### src/inc/ptf_defs.svh
`ifndef PTF_DEFS_SVH
`define PTF_DEFS_SVH
// register offset and reset value
`define PTF_ADDR_QUEUE 8'h43
`define PTF_QUEUE_RST 8'h00
// start command pattern 101x_xxx1
`define PTF_TRANSMIT_ON_COMMAND_MASK 8'he1
`define PTF_TRANSMIT_ON_COMMAND_VAL 8'ha1
// transmit token codes
`define PTF_TOK_SYNC1 8'h12
`define PTF_TOK_SYNC2 8'h13
`define PTF_TOK_SYNC3 8'h1b
`define PTF_TOK_RST1 8'h15
`define PTF_TOK_RST2 8'h16
`define PTF_TOK_EOP 8'h14
`define PTF_TOK_CRC 8'hff
`define PTF_TOK_OFF 8'hfe
`define PTF_PACK_TOP 3'h4
// line symbols
`define PTF_K_SYNC1 5'h18
`define PTF_K_SYNC2 5'h11
`define PTF_K_SYNC3 5'h06
`define PTF_K_RST1 5'h07
`define PTF_K_RST2 5'h19
`define PTF_K_EOP 5'h0d
// receive markers and depths
`define PTF_MARK_SOP 3'h7
`define PTF_MARK_SYNC_ONE_TOKEN 3'h6
`define PTF_MARK_SYNC_TWO_TOKEN 3'h5
`define PTF_RX_DEPTH 7'h50
`define PTF_RX_LAST 7'h4f
`define PTF_TX_DEPTH 8
// crc
`define PTF_CRC_INIT 32'hffffffff
`define PTF_CRC_POLY 32'hedb88320
`define PTF_CRC_NIBS 4'h8
`endif

### src/inc/ptf_pkg.sv
`include "ptf_defs.svh"
package ptf_pkg;
	typedef enum logic [2:0] {
		S_IDLE = 3'b000,
		S_DECODE = 3'b001,
		S_SEND = 3'b010,
		S_PAYW = 3'b011,
		S_PAYH = 3'b100,
		S_CRC = 3'b101
	} ptf_state_t;
	typedef struct packed {
		logic wr;
		logic rd;
		logic [7:0] addr;
		logic [7:0] wdata;
	} ptf_req_t;
	typedef struct packed {
		logic sop;
		logic [1:0] kind;
		logic dv;
		logic [7:0] data;
	} ptf_rx_t;
	typedef struct packed {
		logic valid;
		logic [4:0] code;
	} ptf_sym_t;
	// 4b5b data encoding
	function automatic logic [4:0] enc(input logic [3:0] n);
		logic [4:0] t [16];
		t = '{5'h1e, 5'h09, 5'h14, 5'h15, 5'h0a, 5'h0b, 5'h0e, 5'h0f,
			5'h12, 5'h13, 5'h16, 5'h17, 5'h1a, 5'h1b, 5'h1c, 5'h1d};
		return t[n];
	endfunction
	// reflected crc update, lsb first
	function automatic logic [31:0] crc_byte(input logic [31:0] c,
		input logic [7:0] b);
		logic [31:0] r;
		r = c;
		for (int i = 0; i < 8; i++)
			r = (r >> 1) ^ ((r[0] ^ b[i]) ? `PTF_CRC_POLY : 32'h0);
		return r;
	endfunction
endpackage

### src/design/ptf_token_framer.sv
// Behaviour
// - write to 43h pushes transmit queue
// - read of 43h pops receive queue
// - one token at a time, finished first
// - start pattern starts transmitter, not stored
// - sync tokens emit sync symbols
// - reset tokens emit reset symbols
// - top bits 100 mark payload header
// - low five bits count payload bytes
// - low nibble first, each 4b5b encoded
// - crc token inserts computed crc
// - eop token emits end symbol
// - off token switches driver off
// - tokens decoded by table, not line codes
// - receive packet starts with type marker
// - receive queue holds 80 bytes
`timescale 1ns/1ps
`default_nettype none
`include "ptf_defs.svh"
module ptf_token_framer (
	input wire logic CORE_CLK,
	input wire logic RSTN,
	input wire ptf_pkg::ptf_req_t REG_REQ,
	output logic [7:0] REG_RDATA,
	input wire logic TX_START,
	input wire ptf_pkg::ptf_rx_t RX_IN,
	input wire logic TX_SYM_READY,
	output ptf_pkg::ptf_sym_t TX_SYM,
	output logic TX_DRV_EN,
	output logic TX_RUN,
	output logic TX_FULL,
	output logic TX_EMPTY,
	output logic RX_FULL,
	output logic RX_EMPTY
);
	// ***********************************
	// register port decode
	// ***********************************
	logic wr_hit;
	logic rd_hit;
	logic transmit_on_command_hit;
	logic q_in_valid;
	logic q_in_ready;
	logic q_out_valid;
	logic [7:0] q_out_data;
	logic q_pop;
	logic [3:0] q_cnt;

	// queue address decode
	always_comb
	begin
		wr_hit = 1'b0;
		rd_hit = 1'b0;
		if (REG_REQ.addr == `PTF_ADDR_QUEUE)
		begin
			wr_hit = REG_REQ.wr;
			rd_hit = REG_REQ.rd;
		end
	end

	// start pattern is a command, never a token
	assign transmit_on_command_hit = wr_hit &&
		((REG_REQ.wdata & `PTF_TRANSMIT_ON_COMMAND_MASK) == `PTF_TRANSMIT_ON_COMMAND_VAL);
	assign q_in_valid = wr_hit && !transmit_on_command_hit;

	// transmit queue, drops writes when full
	ptf_fifo #(
		.W(8),
		.D(`PTF_TX_DEPTH)
	) u_txq (
		.clk(CORE_CLK),
		.rst_n(RSTN),
		.in_valid(q_in_valid),
		.in_data(REG_REQ.wdata),
		.in_ready(q_in_ready),
		.out_valid(q_out_valid),
		.out_data(q_out_data),
		.out_ready(q_pop),
		.count(q_cnt)
	);

	// ***********************************
	// transmit token engine
	// ***********************************
	ptf_pkg::ptf_state_t state_q;
	ptf_pkg::ptf_state_t state_d;
	ptf_pkg::ptf_state_t ret_q;
	ptf_pkg::ptf_state_t ret_d;
	logic [7:0] tok_q;
	logic [4:0] tok_len;
	logic [7:0] byte_q;
	logic [4:0] pay_cnt_q;
	logic [31:0] crc_q;
	logic [31:0] crc_out_q;
	logic [3:0] nib_q;
	logic run_q;
	logic emit;
	logic [4:0] code;
	logic crc_clr;
	logic drv_off;
	logic pay_ld;
	logic nib_ld;
	logic nib_dec;
	logic pay_dec;

	assign tok_len = tok_q[4:0];

	// next state and per-token actions
	always_comb
	begin
		state_d = state_q;
		ret_d = ret_q;
		q_pop = 1'b0;
		emit = 1'b0;
		code = 5'h00;
		crc_clr = 1'b0;
		drv_off = 1'b0;
		pay_ld = 1'b0;
		nib_ld = 1'b0;
		nib_dec = 1'b0;
		pay_dec = 1'b0;
		case (state_q)
			ptf_pkg::S_IDLE:
			begin
				if (run_q && q_out_valid)
				begin
					q_pop = 1'b1;
					state_d = ptf_pkg::S_DECODE;
				end
			end
			ptf_pkg::S_DECODE:
			begin
				state_d = ptf_pkg::S_IDLE;
				if (tok_q == `PTF_TOK_SYNC1)
				begin
					emit = 1'b1;
					code = `PTF_K_SYNC1;
					crc_clr = 1'b1;
				end
				else if (tok_q == `PTF_TOK_SYNC2)
				begin
					emit = 1'b1;
					code = `PTF_K_SYNC2;
					crc_clr = 1'b1;
				end
				else if (tok_q == `PTF_TOK_SYNC3)
				begin
					emit = 1'b1;
					code = `PTF_K_SYNC3;
					crc_clr = 1'b1;
				end
				else if (tok_q == `PTF_TOK_RST1)
				begin
					emit = 1'b1;
					code = `PTF_K_RST1;
				end
				else if (tok_q == `PTF_TOK_RST2)
				begin
					emit = 1'b1;
					code = `PTF_K_RST2;
				end
				else if (tok_q == `PTF_TOK_EOP)
				begin
					emit = 1'b1;
					code = `PTF_K_EOP;
				end
				else if (tok_q == `PTF_TOK_CRC)
				begin
					nib_ld = 1'b1;
					state_d = ptf_pkg::S_CRC;
				end
				else if (tok_q == `PTF_TOK_OFF)
					drv_off = 1'b1;
				else if (tok_q[7:5] == `PTF_PACK_TOP &&
					tok_len != 5'h00)
				begin
					pay_ld = 1'b1;
					state_d = ptf_pkg::S_PAYW;
				end
				if (emit)
				begin
					ret_d = ptf_pkg::S_IDLE;
					state_d = ptf_pkg::S_SEND;
				end
			end
			ptf_pkg::S_SEND:
			begin
				if (TX_SYM_READY)
					state_d = ret_q;
			end
			ptf_pkg::S_PAYW:
			begin
				if (q_out_valid)
				begin
					q_pop = 1'b1;
					emit = 1'b1;
					code = ptf_pkg::enc(q_out_data[3:0]);
					ret_d = ptf_pkg::S_PAYH;
					state_d = ptf_pkg::S_SEND;
				end
			end
			ptf_pkg::S_PAYH:
			begin
				emit = 1'b1;
				code = ptf_pkg::enc(byte_q[7:4]);
				pay_dec = 1'b1;
				ret_d = (pay_cnt_q == 5'h01) ? ptf_pkg::S_IDLE :
					ptf_pkg::S_PAYW;
				state_d = ptf_pkg::S_SEND;
			end
			ptf_pkg::S_CRC:
			begin
				emit = 1'b1;
				code = ptf_pkg::enc(crc_out_q[3:0]);
				nib_dec = 1'b1;
				ret_d = (nib_q == 4'h1) ? ptf_pkg::S_IDLE :
					ptf_pkg::S_CRC;
				state_d = ptf_pkg::S_SEND;
			end
			default:
				state_d = ptf_pkg::S_IDLE;
		endcase
	end

	// state registers
	always_ff @(posedge CORE_CLK or negedge RSTN)
	begin
		if (!RSTN)
		begin
			state_q <= ptf_pkg::S_IDLE;
			ret_q <= ptf_pkg::S_IDLE;
		end
		else
		begin
			state_q <= state_d;
			ret_q <= ret_d;
		end
	end

	// token and payload byte capture
	always_ff @(posedge CORE_CLK or negedge RSTN)
	begin
		if (!RSTN)
		begin
			tok_q <= `PTF_QUEUE_RST;
			byte_q <= 8'h00;
		end
		else if (q_pop)
		begin
			if (state_q == ptf_pkg::S_IDLE)
				tok_q <= q_out_data;
			else
				byte_q <= q_out_data;
		end
	end

	// payload byte counter
	always_ff @(posedge CORE_CLK or negedge RSTN)
	begin
		if (!RSTN)
			pay_cnt_q <= 5'h00;
		else if (pay_ld)
			pay_cnt_q <= tok_len;
		else if (pay_dec)
			pay_cnt_q <= pay_cnt_q - 5'h01;
	end

	// running crc over payload, restarted by sync
	always_ff @(posedge CORE_CLK or negedge RSTN)
	begin
		if (!RSTN)
			crc_q <= `PTF_CRC_INIT;
		else if (crc_clr)
			crc_q <= `PTF_CRC_INIT;
		else if (state_q == ptf_pkg::S_PAYW && q_pop)
			crc_q <= ptf_pkg::crc_byte(crc_q, q_out_data);
	end

	// crc shifter, low nibble out first
	always_ff @(posedge CORE_CLK or negedge RSTN)
	begin
		if (!RSTN)
		begin
			crc_out_q <= 32'h0;
			nib_q <= 4'h0;
		end
		else if (nib_ld)
		begin
			crc_out_q <= ~crc_q;
			nib_q <= `PTF_CRC_NIBS;
		end
		else if (nib_dec)
		begin
			crc_out_q <= crc_out_q >> 4;
			nib_q <= nib_q - 4'h1;
		end
	end

	// transmitter run flag, a start beats a stop
	always_ff @(posedge CORE_CLK or negedge RSTN)
	begin
		if (!RSTN)
			run_q <= 1'b0;
		else if (transmit_on_command_hit || TX_START)
			run_q <= 1'b1;
		else if (drv_off)
			run_q <= 1'b0;
	end

	// symbol output, held until accepted
	always_ff @(posedge CORE_CLK or negedge RSTN)
	begin
		if (!RSTN)
			TX_SYM <= '0;
		else if (emit)
			TX_SYM <= '{valid: 1'b1, code: code};
		else if (TX_SYM_READY)
			TX_SYM.valid <= 1'b0;
	end

	// line driver enable
	always_ff @(posedge CORE_CLK or negedge RSTN)
	begin
		if (!RSTN)
			TX_DRV_EN <= 1'b0;
		else if (emit)
			TX_DRV_EN <= 1'b1;
		else if (drv_off)
			TX_DRV_EN <= 1'b0;
	end

	// ***********************************
	// receive queue
	// ***********************************
	logic [7:0] rx_mem [80];
	logic [6:0] rx_wp_q;
	logic [6:0] rx_rp_q;
	logic [6:0] rx_cnt_q;
	logic [7:0] rx_byte;
	logic [7:0] rx_head;
	logic rx_push;
	logic rx_pop;

	function automatic logic [6:0] rx_inc(input logic [6:0] p);
		return (p == `PTF_RX_LAST) ? 7'h00 : p + 7'h01;
	endfunction

	// marker first, then packet bytes
	always_comb
	begin
		rx_byte = RX_IN.data;
		if (RX_IN.sop)
		begin
			if (RX_IN.kind == 2'h1)
				rx_byte = {`PTF_MARK_SYNC_ONE_TOKEN, 5'h00};
			else if (RX_IN.kind == 2'h2)
				rx_byte = {`PTF_MARK_SYNC_TWO_TOKEN, 5'h00};
			else
				rx_byte = {`PTF_MARK_SOP, 5'h00};
		end
	end

	assign rx_push = (RX_IN.sop || RX_IN.dv) &&
		rx_cnt_q != `PTF_RX_DEPTH;
	assign rx_pop = rd_hit && rx_cnt_q != 7'h00;
	assign rx_head = rx_mem[rx_rp_q];

	// receive storage
	always_ff @(posedge CORE_CLK)
	begin
		if (rx_push)
			rx_mem[rx_wp_q] <= rx_byte;
	end

	// receive pointers and fill
	always_ff @(posedge CORE_CLK or negedge RSTN)
	begin
		if (!RSTN)
		begin
			rx_wp_q <= 7'h00;
			rx_rp_q <= 7'h00;
			rx_cnt_q <= 7'h00;
		end
		else
		begin
			if (rx_push)
				rx_wp_q <= rx_inc(rx_wp_q);
			if (rx_pop)
				rx_rp_q <= rx_inc(rx_rp_q);
			rx_cnt_q <= rx_cnt_q + {6'h00, rx_push} - {6'h00, rx_pop};
		end
	end

	// read data, zero when empty
	always_ff @(posedge CORE_CLK or negedge RSTN)
	begin
		if (!RSTN)
			REG_RDATA <= `PTF_QUEUE_RST;
		else if (rx_pop)
			REG_RDATA <= rx_head;
		else if (REG_REQ.rd)
			REG_RDATA <= 8'h00;
	end

	// status flags
	always_ff @(posedge CORE_CLK or negedge RSTN)
	begin
		if (!RSTN)
		begin
			TX_RUN <= 1'b0;
			TX_FULL <= 1'b0;
			TX_EMPTY <= 1'b1;
			RX_FULL <= 1'b0;
			RX_EMPTY <= 1'b1;
		end
		else
		begin
			TX_RUN <= run_q;
			TX_FULL <= !q_in_ready;
			TX_EMPTY <= !q_out_valid;
			RX_FULL <= rx_cnt_q == `PTF_RX_DEPTH;
			RX_EMPTY <= rx_cnt_q == 7'h00;
		end
	end
endmodule
`default_nettype wire

### src/design/ptf_fifo.sv
`timescale 1ns/1ps
`default_nettype none
module ptf_fifo #(
	parameter int W = 8,
	parameter int D = 8
) (
	input wire logic clk,
	input wire logic rst_n,
	input wire logic in_valid,
	input wire logic [W-1:0] in_data,
	output logic in_ready,
	output logic out_valid,
	output logic [W-1:0] out_data,
	input wire logic out_ready,
	output logic [$clog2(D+1)-1:0] count
);
	localparam int AW = $clog2(D);
	localparam int CW = $clog2(D+1);
	logic [W-1:0] mem [D];
	logic [AW-1:0] wp_q;
	logic [AW-1:0] rp_q;
	logic [CW-1:0] cnt_q;
	logic push;
	logic pop;

	// handshake terms
	assign in_ready = cnt_q != CW'(D);
	assign out_valid = cnt_q != '0;
	assign out_data = mem[rp_q];
	assign count = cnt_q;
	assign push = in_valid && in_ready;
	assign pop = out_valid && out_ready;

	// storage
	always_ff @(posedge clk)
	begin
		if (push)
			mem[wp_q] <= in_data;
	end

	// pointers with wrap
	always_ff @(posedge clk or negedge rst_n)
	begin
		if (!rst_n)
		begin
			wp_q <= '0;
			rp_q <= '0;
		end
		else
		begin
			if (push)
				wp_q <= (wp_q == AW'(D-1)) ? '0 : wp_q + 1'b1;
			if (pop)
				rp_q <= (rp_q == AW'(D-1)) ? '0 : rp_q + 1'b1;
		end
	end

	// fill level
	always_ff @(posedge clk or negedge rst_n)
	begin
		if (!rst_n)
			cnt_q <= '0;
		else
			cnt_q <= cnt_q + CW'(push) - CW'(pop);
	end
endmodule
`default_nettype wire

### config.mk
export PLATFORM = sky130hd
export DESIGN_NAME = ptf_token_framer
export DESIGN_NICKNAME = d
export VERILOG_FILES = /design/src/inc/ptf_pkg.sv /design/src/design/ptf_token_framer.sv /design/src/design/ptf_fifo.sv
export VERILOG_INCLUDE_DIRS = /design/src /design/src/inc
export SDC_FILE = /design/constraint.sdc
export NUM_CORES = 1
export LEC_CHECK = 0
export ABC_AREA = 1
export BUFFER_PORTS_ARGS = -buffer_cell sky130_fd_sc_hd__buf_4
export CORE_MARGIN = 10
export CORE_UTILIZATION = 25
export CTS_CLUSTER_SIZE = 24
export DETAILED_ROUTE_END_ITERATION = 6
export PLACE_DENSITY_LB_ADDON = 0.1
export SLEW_MARGIN = 0
export SYNTH_ARGS = -nofsm -noshare
export SYNTH_HDL_FRONTEND = slang
export SYNTH_SLANG_ARGS = --single-unit
### constraint.sdc
create_clock -name CORE_CLK -period 2.8 [get_ports CORE_CLK]
set_input_delay 0 -clock CORE_CLK [delete_from_list [all_inputs] [get_ports CORE_CLK]]
set_output_delay 0 -clock CORE_CLK [all_outputs]
set_load 0.02 [all_outputs]
# Word-level counts from Yosys, hierarchy flattened
# Memory sizes are Yosys's and may differ from the RTL's.
# Index checks and enable logic that the tools add are counted.
dict set report op_classes {
  add_sub_neg 10
  n_reduce_logical 32
  n_lt_le_gt_ge 3
  bitwise_logic 21
  muxes 113
  eq_ne 31
}
# operator count
set ops {}
lappend ops {{two-way mux 32 bit} 12}
lappend ops {{XOR 31 x 32 -> 32 bit} 8}
lappend ops {{two-way mux 5 bit} 14}
lappend ops {{two-way mux 1 bit} 53}
lappend ops {{equality test 8 x 5 -> 1 bit, second input constant} 6}
lappend ops {{two-way mux 3 bit} 16}
lappend ops {{NOT 32 bit} 1}
lappend ops {{two-way mux 7 bit} 4}
lappend ops {{two-way mux 8 bit} 3}
lappend ops {{equality test 7 bit, second input constant} 3}
lappend ops {{case mux 5 bit (4 select lines)} 1}
lappend ops {{equality test 8 bit, second input constant} 2}
lappend ops {{equality test 3 bit, second input constant} 5}
lappend ops {{>= comparator 5 bit, second input constant} 3}
lappend ops {{NOT 4 -> 5 bit} 3}
lappend ops {{case mux 3 bit (5 select lines)} 1}
lappend ops {{adder 7 x 1 -> 7 bit, second input constant} 2}
lappend ops {{nonzero test 2 bit} 7}
lappend ops {{two-way mux 4 bit} 3}
lappend ops {{case mux 3 bit (4 select lines)} 1}
lappend ops {{logical AND 1 bit} 9}
lappend ops {{equality test 8 x 7 -> 1 bit, second input constant} 1}
lappend ops {{!= test 2 bit, second input constant} 4}
lappend ops {{nonzero test 4 bit} 2}
lappend ops {{other kinds (30)} 46}
dict set report word_totals {
  word_cells 239
  output_inout_bits 20
  register_bits 147
  ramBits 704
  in_bits 34
  romBits 240
  memories 5
}
# name depth width rd rd_clocked_by_memory_dff write_ports line_no
set mem_list {}
lappend mem_list {rx_mem 80 8 1 0 1 ptf_token_framer.sv:335} ;# logic [7:0] rx_mem [80];
lappend mem_list {{(name not given)} 16 5 1 0 0 ptf_pkg.sv:32} ;# return t[n];
lappend mem_list {{(name not given)} 16 5 1 0 0 ptf_pkg.sv:32}
lappend mem_list {{(name not given)} 16 5 1 0 0 ptf_pkg.sv:32}
lappend mem_list {u_txq.mem 8 8 1 0 1 ptf_fifo.sv:19} ;# logic [W-1:0] mem [D];

# Longest topological paths before layout
# Gate-level depths: netlist of run 1.
# An unclocked memory read counts as a cell.
dict set report logic_depth {
  ltp_word 27
  mapped_depth 20
  ltp_nobuf 18
}

# Cells and area by module
# From an unflattened synthesis of run 1, not the netlist that was laid out.
dict set report hier_totals {
  hier_cells 3697
  hier_area_um2 37688.6
}
# module seq_area_each_um2 n_inst area_each_um2 cells_each
set modules_own_cells {}
lappend modules_own_cells {ptf_token_framer 22589.2 1 34221.6 3347}
lappend modules_own_cells {ptf_fifo 2172.1 1 3467.1 350}

# Least setup slack after synthesis of run 1
# Ideal clock, no wire load.
dict set report synth_path {
  path_type {input to register}
  from {input RX_IN[11] (netlist bit)}
  to {memory rx_mem[0][6], data pin}
  setup_slack_ns -0.474
  setup_time_ns 0.687
  n_path_buf 1
  required_time_ns 2.113
  cell_stages 3
  arrival_ns 2.587
  path_cell_list {clkbuf_1 nor2_1 a31oi_1}
}
dict set report synth_between {
  elab_chain_len 1
}
# item line_no
set synth_lines {}
lappend synth_lines {{start, declared} ptf_token_framer.sv:26} ;# input wire ptf_pkg::ptf_rx_t RX_IN,
lappend synth_lines {{two-way mux 8 bit} ptf_token_framer.sv:352} ;# if (RX_IN.sop)
lappend synth_lines {{via rx_byte[6]} ptf_token_framer.sv:339} ;# logic [7:0] rx_byte;
lappend synth_lines {{end, declared} ptf_token_framer.sv:335}
# The timed path passes the listed nets, and every way through them passes these cells.

# Final worst setup path of run 1
dict set report layout_path {
  from {register rx_cnt_q[2]}
  to {register rx_cnt_q[6]}
}
dict set report layout_between {
  elab_chain_len 4
  word_cells_on_any_way 6
  classes_between {add/sub (2); eq/ne (1); reduce/logical (3)}
}
# item line_no
set layout_lines {}
lappend layout_lines {{start, declared} ptf_token_framer.sv:338} ;# logic [6:0] rx_cnt_q;
lappend layout_lines {{start signal, assigned} ptf_token_framer.sv:390} ;# rx_cnt_q <= rx_cnt_q + {6'h00, rx_push} - {6'h00, rx_pop};
lappend layout_lines {{!= test 7 bit (no line)} n/a}
lappend layout_lines {{logical AND 1 bit (no line)} n/a}
lappend layout_lines {{adder 7 x 1 -> 7 bit} ptf_token_framer.sv:390}
lappend layout_lines {{subtractor 7 x 1 -> 7 bit *} ptf_token_framer.sv:390}
# Every way passes the cells marked *; elsewhere a longest branch is shown, timed or not.
# A chain may end at the register's enable or synchronous reset.

==> results of run 1 <==
[routing by layer]
metal  up-vias  global-route usage  routed length [um]  share of wire
met5         -                   0                   0              0
met4         0              0.0391                2950          0.026
met3       155              0.0192                2700          0.024
met2       295               0.233               54600           0.48
met1     12253               0.185               54000           0.47
li1      11881                   -                   -              -
[placed cells by master, fill, tap and decap left out, types with 6 or more instances in the layout]
cell and instances:
nand2_2 31, clkinv_1 24, nand3_1 148, nand3_2 6, nor2_2 13, dlygate4sd3_1 27
nor2_1 515, ha_1 25, nand2_4 7, clkbuf_1 23, buf_4 240, o22ai_1 110
a31oi_1 14, dfrtp_1 104, o21ai_1 20, inv_2 13, bufinv_16 13, o221ai_1 75
clkbuf_16 101, clkbuf_8 9, nand2_1 349, o211ai_1 22, clkinvlp_4 6, nand4_1 16
buf_12 32, clkinv_2 13, edfxtp_1 704, xor2_1 30, nor3_1 22, xnor2_1 9
inv_1 195, dfstp_2 34, o21ai_0 471, a21oi_1 31
[logic make-up after synthesis]
kind of cell               after synthesis  synth area share
and+or+nand+nor                       1132             0.131
buffers and inverters                  386            0.0441
xor gates and xnor gates                41            0.0106
DFF                                    847             0.684
adders and majority gates               27           0.00975
AOI/OAI and AO/OA                      759             0.120
muxes                                    2          0.000622
[Yosys cell counts, types with 2 or more instances]
master / count
a211oi_1: 5
a21oi_1: 32
a31oi_1: 15
buf_1: 3
buf_2: 36
buf_6: 10
clkbuf_1: 115
clkinv_1: 8
dfrtp_1: 109
dfstp_2: 34
edfxtp_1: 704
fa_1: 2
ha_1: 25
inv_1: 199
inv_2: 11
mux2_2: 2
nand2_1: 351
nand2_2: 30
nand2_4: 6
nand3_1: 149
nand3_2: 5
nand4_1: 16
nor2_1: 532
nor3_1: 25
nor3b_1: 2
nor4_1: 5
o211ai_1: 22
o21ai_0: 474
o21ai_1: 19
o221ai_1: 75
o22ai_1: 110
o311ai_0: 2
or2_2: 4
xnor2_1: 9
xor2_1: 30
[area by class of cell]
cell class / instances / area (sq um) / area share
multi-input cells: 1961 / 9970 / 0.226
clock buffers: 133 / 2740 / 0.0619
clock inverters: 57 / 753 / 0.0170
diodes: 1 / 2.50 / 0.0000566
well taps: 1903 / 2380 / 0.0539
inverters: 219 / 842 / 0.0190
flip-flops and latches: 847 / 24800 / 0.560
repair buffers: 301 / 2750 / 0.0622
[power by group through the flow]
stage	sequential, uW	clock (uW)	combinational, uW
2_1_floorplan	15600	0	7310
3_3_place_gp	15800	0	11200
3_5_place_dp	15800	0	11200
4_1_cts	15600	14100	11300
5_1_grt	15700	14600	12500
6_report	15600	13700	11100
[state kept, by name (all words and copies together), names as in the netlist, 5 cells and up]
register	flops
rx_mem	640
u_txq.mem	64
crc_out_q	32
crc_q	32
REG_RDATA	8
tok_q	8
rx_cnt_q	7
rx_rp_q	7
rx_wp_q	7
TX_SYM	6
pay_cnt_q	5
[through the flow]
stage,cell area (sq um),util,hold WS (ns),setup WS [ns]
finish,44200,0.308,0.0657,0.102
global route,44200,0.308,0.0547,-0.124
CTS,44100,0.307,0.00145,0.00458
detailed placement,40300,0.280,0.0301,-0.0960
global placement,40300,0.280,0.0348,-0.0470
floorplan,36200,-,-0.296,0.0199
[worst max-delay path, cell delays in order (launching register included)]
cell	delay, ns
dfrtp_1	0.36
inv_1	0.07
ha_1	0.20
nand2_2	0.09
inv_1	0.04
nand3_1	0.11
inv_2	0.08
nor3_4	0.18
ha_1	0.25
inv_1	0.06
ha_1	0.15
inv_1	0.07
fa_2	0.37
o21ai_2	0.17
a21oi_1	0.08
o21ai_1	0.17
xor2_1	0.17
[worst max path at each step]
stage	slack [ns]	startpoint	to	cells past startpoint
2_1_floorplan	0.02	rx_cnt_q[2]	rx_cnt_q[6]	17
3_3_place_gp	-0.05	rx_cnt_q[2]	rx_mem[52][7]	11
3_5_place_dp	-0.1	rx_cnt_q[2]	rx_mem[52][7]	11
4_1_cts	0.005	rx_cnt_q[3]	rx_mem[28][3]	11
5_1_grt	-0.12	rx_cnt_q[2]	rx_cnt_q[6]	16
6_report	0.10	rx_cnt_q[2]	rx_cnt_q[6]	16
[repair_timing]
item | in CTS | in global routing
hold buffers | 28 | 0
hold endpoints to repair | 635 | 0
gates resized for setup | 8 | 20
cloned | 0 | 0
endpoints found under the setup margin | 36 | 156
setup buffers | 7 | 3
pin swaps | 2 | 4
==> summary.txt, run 1 <==
Status
  – Status: finished with violations
  – Failing checks: DRC

Yosys
  – Ys Warns: 0
  – Syn_nets: between 3k and 4k
  – Synthesized cell area: 0.0362 sq mm
  – Yosys reg bits: 847
  – Post-synthesis sequential area ratio: 0.684
  – Post-Syn Instances: 3194
  – Library cells used by synthesis: 53
  – EDFF count, synth: ~700
  – Post-synth top area share: 0.584
  – Largest area contributor in the netlist: edfxtp_1
  – Main area contributors after synthesis: edfxtp_1 (58%), dfrtp_1 (7.5%), o21ai_0 (6.6%), nor2_1 (5.5%), nand2_1 (3.6%)
  – Async SR Flop Fraction: 0.169
  – Syn avg cell area: 11.3 sq um
  – Prevailing post-synth register cell: edfxtp_1

Critical path
  – Worst Setup Start Kind: flop
  – Slack of the worst reg-to-reg path: 0.10 ns
  – Crit path required time: approximately 3.4 ns
  – Crit path DAT: 3.33 ns
  – Worst Setup End Kind: flop
  – FF-to-FF End: rx_cnt_q[6]
  – Worst r2r src: rx_cnt_q[2]
  – Worst r2r path cells: 16
  – Kind of critical path: flop to flop
  – Worst Path Max Fanout: 3

Cells and area
  – NumNets Final: 3492
  – Cell Count, Final, Fillers Out: 5422
  – FILL cells: 14.8k
  – Share of cells above drive strength 1: 0.160
  – Area growth syn-to-layout: 22.2%

Power
  – Internal Power: 26600 uW
  – Worst ir drop on vdd: 540 uV
  – Pwr/cell area: between 900 and 1000 mW/mm^2
  – Logic gate share of total power: 0.275
  – Overall Power: 40400 uW
  – Switching Share: 0.341
  – P_leak: 0.0159 uW
  – NetSw: about 14000 uW
  – Clock power frac: 0.339
  – Flop pwr share: 0.385

Placed design
  – RD Place Congestion: 0.798
  – Post-DP HPWL: 72.9 mm
  – Cells after DPL: 5193
  – IO buf count: 53

Min path
  – Hold Path Depth: 7
  – Hold Crit Class: primary input to flop
  – Worst Hold Path EP: rx_rp_q[3]
  – Hold path start: REG_REQ[15]

Drt
  – Remaining DRCs: 1
  – Routed via count: 24.6k
  – Final ANT Viol Nets: 0
  – Post-detailed-route wirelength per cell: 21.1 um
  – 1st-iter DRT viols: 1248
  – Vias/cell: between 4 and 5
  – Pre-Repair DR Iteration Count: 7
  – WL final: between 100 and 150 mm

GRT
  – Grt ovf: 0
  – Initial antenna violation count: 1
  – Largest net degree at the start of global routing: 81
  – Tot GR Track Use: 0.139
  – First-pass GRT wire length: 171 mm
  – Vias in the first global route: 25.1k

Clock network
  – Clock buffer depth: 3
  – CTS H-tree depth: 3
  – Clk slew on worst S/H paths: 0.06 ns
  – CTS tree: built
  – Clock latency on the worst-skew pair: 0.74 ns
  – Clock Sinks: around 850
  – CTS Buf Count: 101
  – Root buffer cell: clkbuf_16

STA
  – Period utilization: 0.964
  – Minimum clock period: 2.70 ns
  – Final Skew: 0.0725 ns
  – Setup violators final: 0
  – Maximum clock rate: about 370 MHz
  – Hold Vio Cnt, Final: 0
  – Worst slew pin tran: 0.974 ns
  – Unrepaired setup endpoints after global routing: true
  – Fin Setup TNS: 0 ns
  – Final Max Slew Viols: 0
  – Max-slew headroom: 0.349

Floorplanning
  – Die W: 400 um
  – Die ar.: about 0.16 sq mm
  – Die span in y: 400 um
  – Initial core utilization: 0.252
  – I/O pin count: 54
  – Area of the core: 0.144 sq mm
  – Row count: 139

Run
  – Max-capacitance violation count: 0
(Power assumes the default switching activity.)
==> inputs of run 2 (changes only) <==
--- a/config.mk
+++ b/config.mk
@@ -6,7 +6,6 @@
 export SDC_FILE = /design/constraint.sdc
 export NUM_CORES = 1
 export LEC_CHECK = 0
-export ABC_AREA = 1
 export BUFFER_PORTS_ARGS = -buffer_cell sky130_fd_sc_hd__buf_4
 export CORE_MARGIN = 10
 export CORE_UTILIZATION = 25
==> summary.txt, run 2 <==
Yosys
  – Simple-gate share of the synthesized area: 0.0572 (was 0.131)
  – Prevailing post-synth register cell: edfxtp_1 (unchanged)
  – Most common cell in the synthesized netlist: edfxtp_1 (unchanged)
  – Post-Syn Instances: 2013 (was 3194)
  – EDFF count, synth: 704 (unchanged)
  – Synth cell count leaders: edfxtp_1 (704), mux4_2 (179), nor2_1 (168), nand2_1 (127), dfrtp_1 (109) (was edfxtp_1 (704), nor2_1 (532), o21ai_0 (474), nand2_1 (351), inv_1 (199))
  – Syn avg cell area: 17.4 sq um (was 11.3 sq um)
  – Async SR Flop Fraction: 0.169 (unchanged)
  – Yosys reg bits: 847 (unchanged)
  – Post-synthesis adder-cell area fraction: 0.0101 (was 0.00975)
  – Largest family of logic cells by synthesized area: multiplexers (was simple AND/OR/NAND/NOR gates)
  – Library cells used by synthesis: 75 (was 53)
  – Compound-cell area share of the yosys netlist: 0.0471 (was 0.120)
  – Main area contributors after synthesis: edfxtp_1 (61%), mux4_2 (12%), dfrtp_1 (7.8%), dfstp_2 (2.6%), nor2_1 (1.8%) (was edfxtp_1 (58%), dfrtp_1 (7.5%), o21ai_0 (6.6%), nor2_1 (5.5%), nand2_1 (3.6%))
  – Post-synthesis mux area share: 0.129 (was 0.000622)
  – Post-synthesis xor/xnor area fraction: 0.0300 (was 0.0106)
  – Ys Warns: 0 (unchanged)
  – Syn_nets: 2074 (was 3255)
  – Post-synth top area share: 0.605 (was 0.584)
  – Post-synthesis sequential area ratio: 0.709 (was 0.684)
  – Largest area contributor in the netlist: edfxtp_1 (unchanged)
  – Synthesized cell area: 0.0349 sq mm (was 0.0362 sq mm)

Placed design
  – RD Place Congestion: 0.743 (was 0.798)
  – IO buf count: 53 (unchanged)
  – Post-DP HPWL: 62.5 mm (was 72.9 mm)

Drt
  – Routed via count: 19.1k (was 24.6k)
  – WL final: 97.8 mm (was 114 mm)
  – 1st-iter DRT viols: 1266 (was 1248)
  – Pre-Repair DR Iteration Count: 7 (unchanged)
  – Vias/cell: 4.42 (was 4.53)
  – Post-detailed-route wirelength per cell: 22.6 um (was 21.1 um)
  – Final ANT Viol Nets: 0 (unchanged)
  – Remaining DRCs: 0 (was 1)

STA
  – Period utilization: 0.987 (was 0.964)
  – Max-slew headroom: 0.275 (was 0.349)
  – Fin Setup TNS: 0 ns (unchanged)
  – Maximum clock rate: 362 MHz (was 371 MHz)
  – Minimum clock period: 2.76 ns (was 2.70 ns)
  – Worst hold margin: 0.0625 ns (was 0.0657 ns)
  – Setup violators final: 0 (unchanged)
  – Worst slew pin tran: 1.09 ns (was 0.974 ns)
  – Final Skew: 0.0421 ns (was 0.0725 ns)
  – Unrepaired setup endpoints after global routing: true (unchanged)
  – Final Max Slew Viols: 0 (unchanged)
  – Hold Vio Cnt, Final: 0 (unchanged)

Critical path
  – Crit path required time: 3.38 ns (was 3.43 ns)
  – Crit path DAT: 3.35 ns (was 3.33 ns)
  – Worst Path Max Fanout: 2 (was 3)
  – Worst Setup Start Kind: flop (unchanged)
  – Kind of critical path: flop to flop (unchanged)
  – Worst Setup End Kind: flop (unchanged)

Floorplanning
  – Die W: 394 um (was 400 um)
  – Area of the core: 0.139 sq mm (was 0.144 sq mm)
  – Die span in y: 394 um (was 400 um)
  – Row count: 137 (was 139)
  – I/O pin count: 54 (unchanged)
  – Die ar.: 0.155 sq mm (was 0.160 sq mm)
  – Initial core utilization: 0.251 (was 0.252)

Power
  – Pwr/cell area: 944 mW/mm^2 (was 913 mW/mm^2)
  – Overall Power: 41200 uW (was 40400 uW)
  – P_leak: 0.0147 uW (was 0.0159 uW)
  – Worst ir drop on vdd: 1020 uV (was 540 uV)

Clock network
  – CTS Buf Count: 98 (was 101)
  – Clock latency on the worst-skew pair: 0.70 ns (was 0.74 ns)
  – CTS tree: built (unchanged)
  – Clock Sinks: 847 (unchanged)
  – Clk slew on worst S/H paths: 0.06 ns (about the same)
  – Root buffer cell: clkbuf_16 (unchanged)
  – Clock buffer depth: 3 (unchanged)
  – CTS H-tree depth: 3 (unchanged)

Cells and area
  – NumNets Final: 2433 (was 3492)
  – Share of cells above drive strength 1: 0.323 (was 0.160)
  – Most common cell after layout, fill and taps aside: edfxtp_1 (unchanged)
  – Largest register by flop count: rx_mem (unchanged)
  – FILL cells: 13.7k (was 14.8k)
  – Commonest non-fill, non-tap cells in the layout: edfxtp_1 (704), buf_4 (289), mux4_2 (179) (was edfxtp_1 (704), nor2_1 (515), o21ai_0 (471))
  – Largest register FFs: 640 (unchanged)
  – Area growth syn-to-layout: 24.9% (was 22.2%)
  – Top flop regs: rx_mem (640), u_txq.mem (64) (unchanged)

GRT
  – Initial antenna violation count: 1 (unchanged)
  – First-pass GRT wire length: 144 mm (was 171 mm)
  – Vias in the first global route: 20.5k (was 25.1k)
  – Grt ovf: 0 (unchanged)
  – Largest net degree at the start of global routing: 81 (unchanged)
  – Tot GR Track Use: 0.124 (was 0.139)

Status
  – Status: finished, final reports clean (was finished with violations)

Min path
  – Hold Crit Class: primary input to asynchronous set/reset pin (was primary input to flop)

Run
  – Max-capacitance violation count: 0 (unchanged)
==> run 2: cell types whose count changed after synthesis, sizes merged, moves of 127 or more <==
cell   change
inv      -163
o21ai    -458
nor2     -364
nand3    -127
mux4     +180
nand2    -261
==> run 2: worst paths after layout <==
kind	cells after the start	endpoint	start	slack, ns
max	18	rx_cnt_q[6]	rx_cnt_q[3]	0.04
min	2	crc_q[20]	RSTN	0.06
max reg2reg	18	rx_cnt_q[6]	rx_cnt_q[3]	0.04
min reg2reg	2	crc_out_q[28]	crc_out_q[28]	0.50
max in group asynchronous	3	rx_rp_q[0]	RSTN	2.31
min in group CORE_CLK	4	rx_mem[47][6]	RX_IN[9]	0.07
==> run 2: routing by layer <==
metal / vias to the layer above / routed length [um] / GRT usage
met5: - / 0 / 0
met4: 0 / 2280 / 0.0323
met3: 135 / 3350 / 0.0221
met2: 336 / 47500 / 0.205
met1: 10062 / 44700 / 0.167
li1: 8581 / - / -
==> run 2: report_power, final <==
group          switching (uW)  leakage [uW]  internal (uW)
logic                    6670       0.00516           6670
clock network            5140       0.00145           6890
registers                 910       0.00811          14900
==> run 2: cell families (layout without fill, tap and decap cells) <==
group           count (synthesis)  in the layout
buf+inv                       148            583
other cells                     0              1
simple gates                  438            438
fa+ha+maj                      27             27
flops                         847            847
compound gates                245            245
xor+xnor                       90             90
mux                           218            218
==> run 2: per-stage QoR <==
| stage | worst slack, ns | util | area (sq um) | std cells |
|---|---|---|---|---|
| floorplan | 0.00693 | - | 34900 | 2013 |
| global placement | -0.252 | 0.284 | 39500 | 4083 |
| detailed placement | -0.233 | 0.284 | 39500 | 4083 |
| CTS | 0.00110 | 0.310 | 43100 | 4298 |
| global route | -0.122 | 0.313 | 43600 | 4324 |
| finish | 0.0368 | 0.313 | 43600 | 4325 |
==> run 2: layout make-up <==
class	instances	area, sq um	area share
tap	1876	2350	0.0538
antenna	1	2.50	0.0000573
clock buffer	134	2660	0.0610
inverter	48	185	0.00424
clock inverter	42	313	0.00717
sequential	847	24800	0.568
multi-input combinational	1018	9990	0.229
timing repair buffer	359	3370	0.0772
==> run 2: worst max-delay path, cell delays in order (launching register included) <==
cell,delay (ns)
dfrtp_1,0.39
inv_2,0.09
ha_4,0.13
nor3b_4,0.19
and3_4,0.23
nor2_4,0.04
inv_2,0.08
ha_4,0.20
inv_4,0.06
ha_4,0.14
inv_4,0.03
fa_2,0.40
inv_2,0.06
a21oi_2,0.05
nor2_2,0.10
o21ai_1,0.09
a21oi_1,0.16
nor2_1,0.08
xnor2_1,0.12
==> run 2: repair_timing <==
item	in CTS	in global routing
pin swaps	8	23
setup buffers	8	25
setup endpoints to repair	8	28
cloned	4	1
hold endpoints to repair	482	0
hold buffers	27	0
resized for setup	23	60
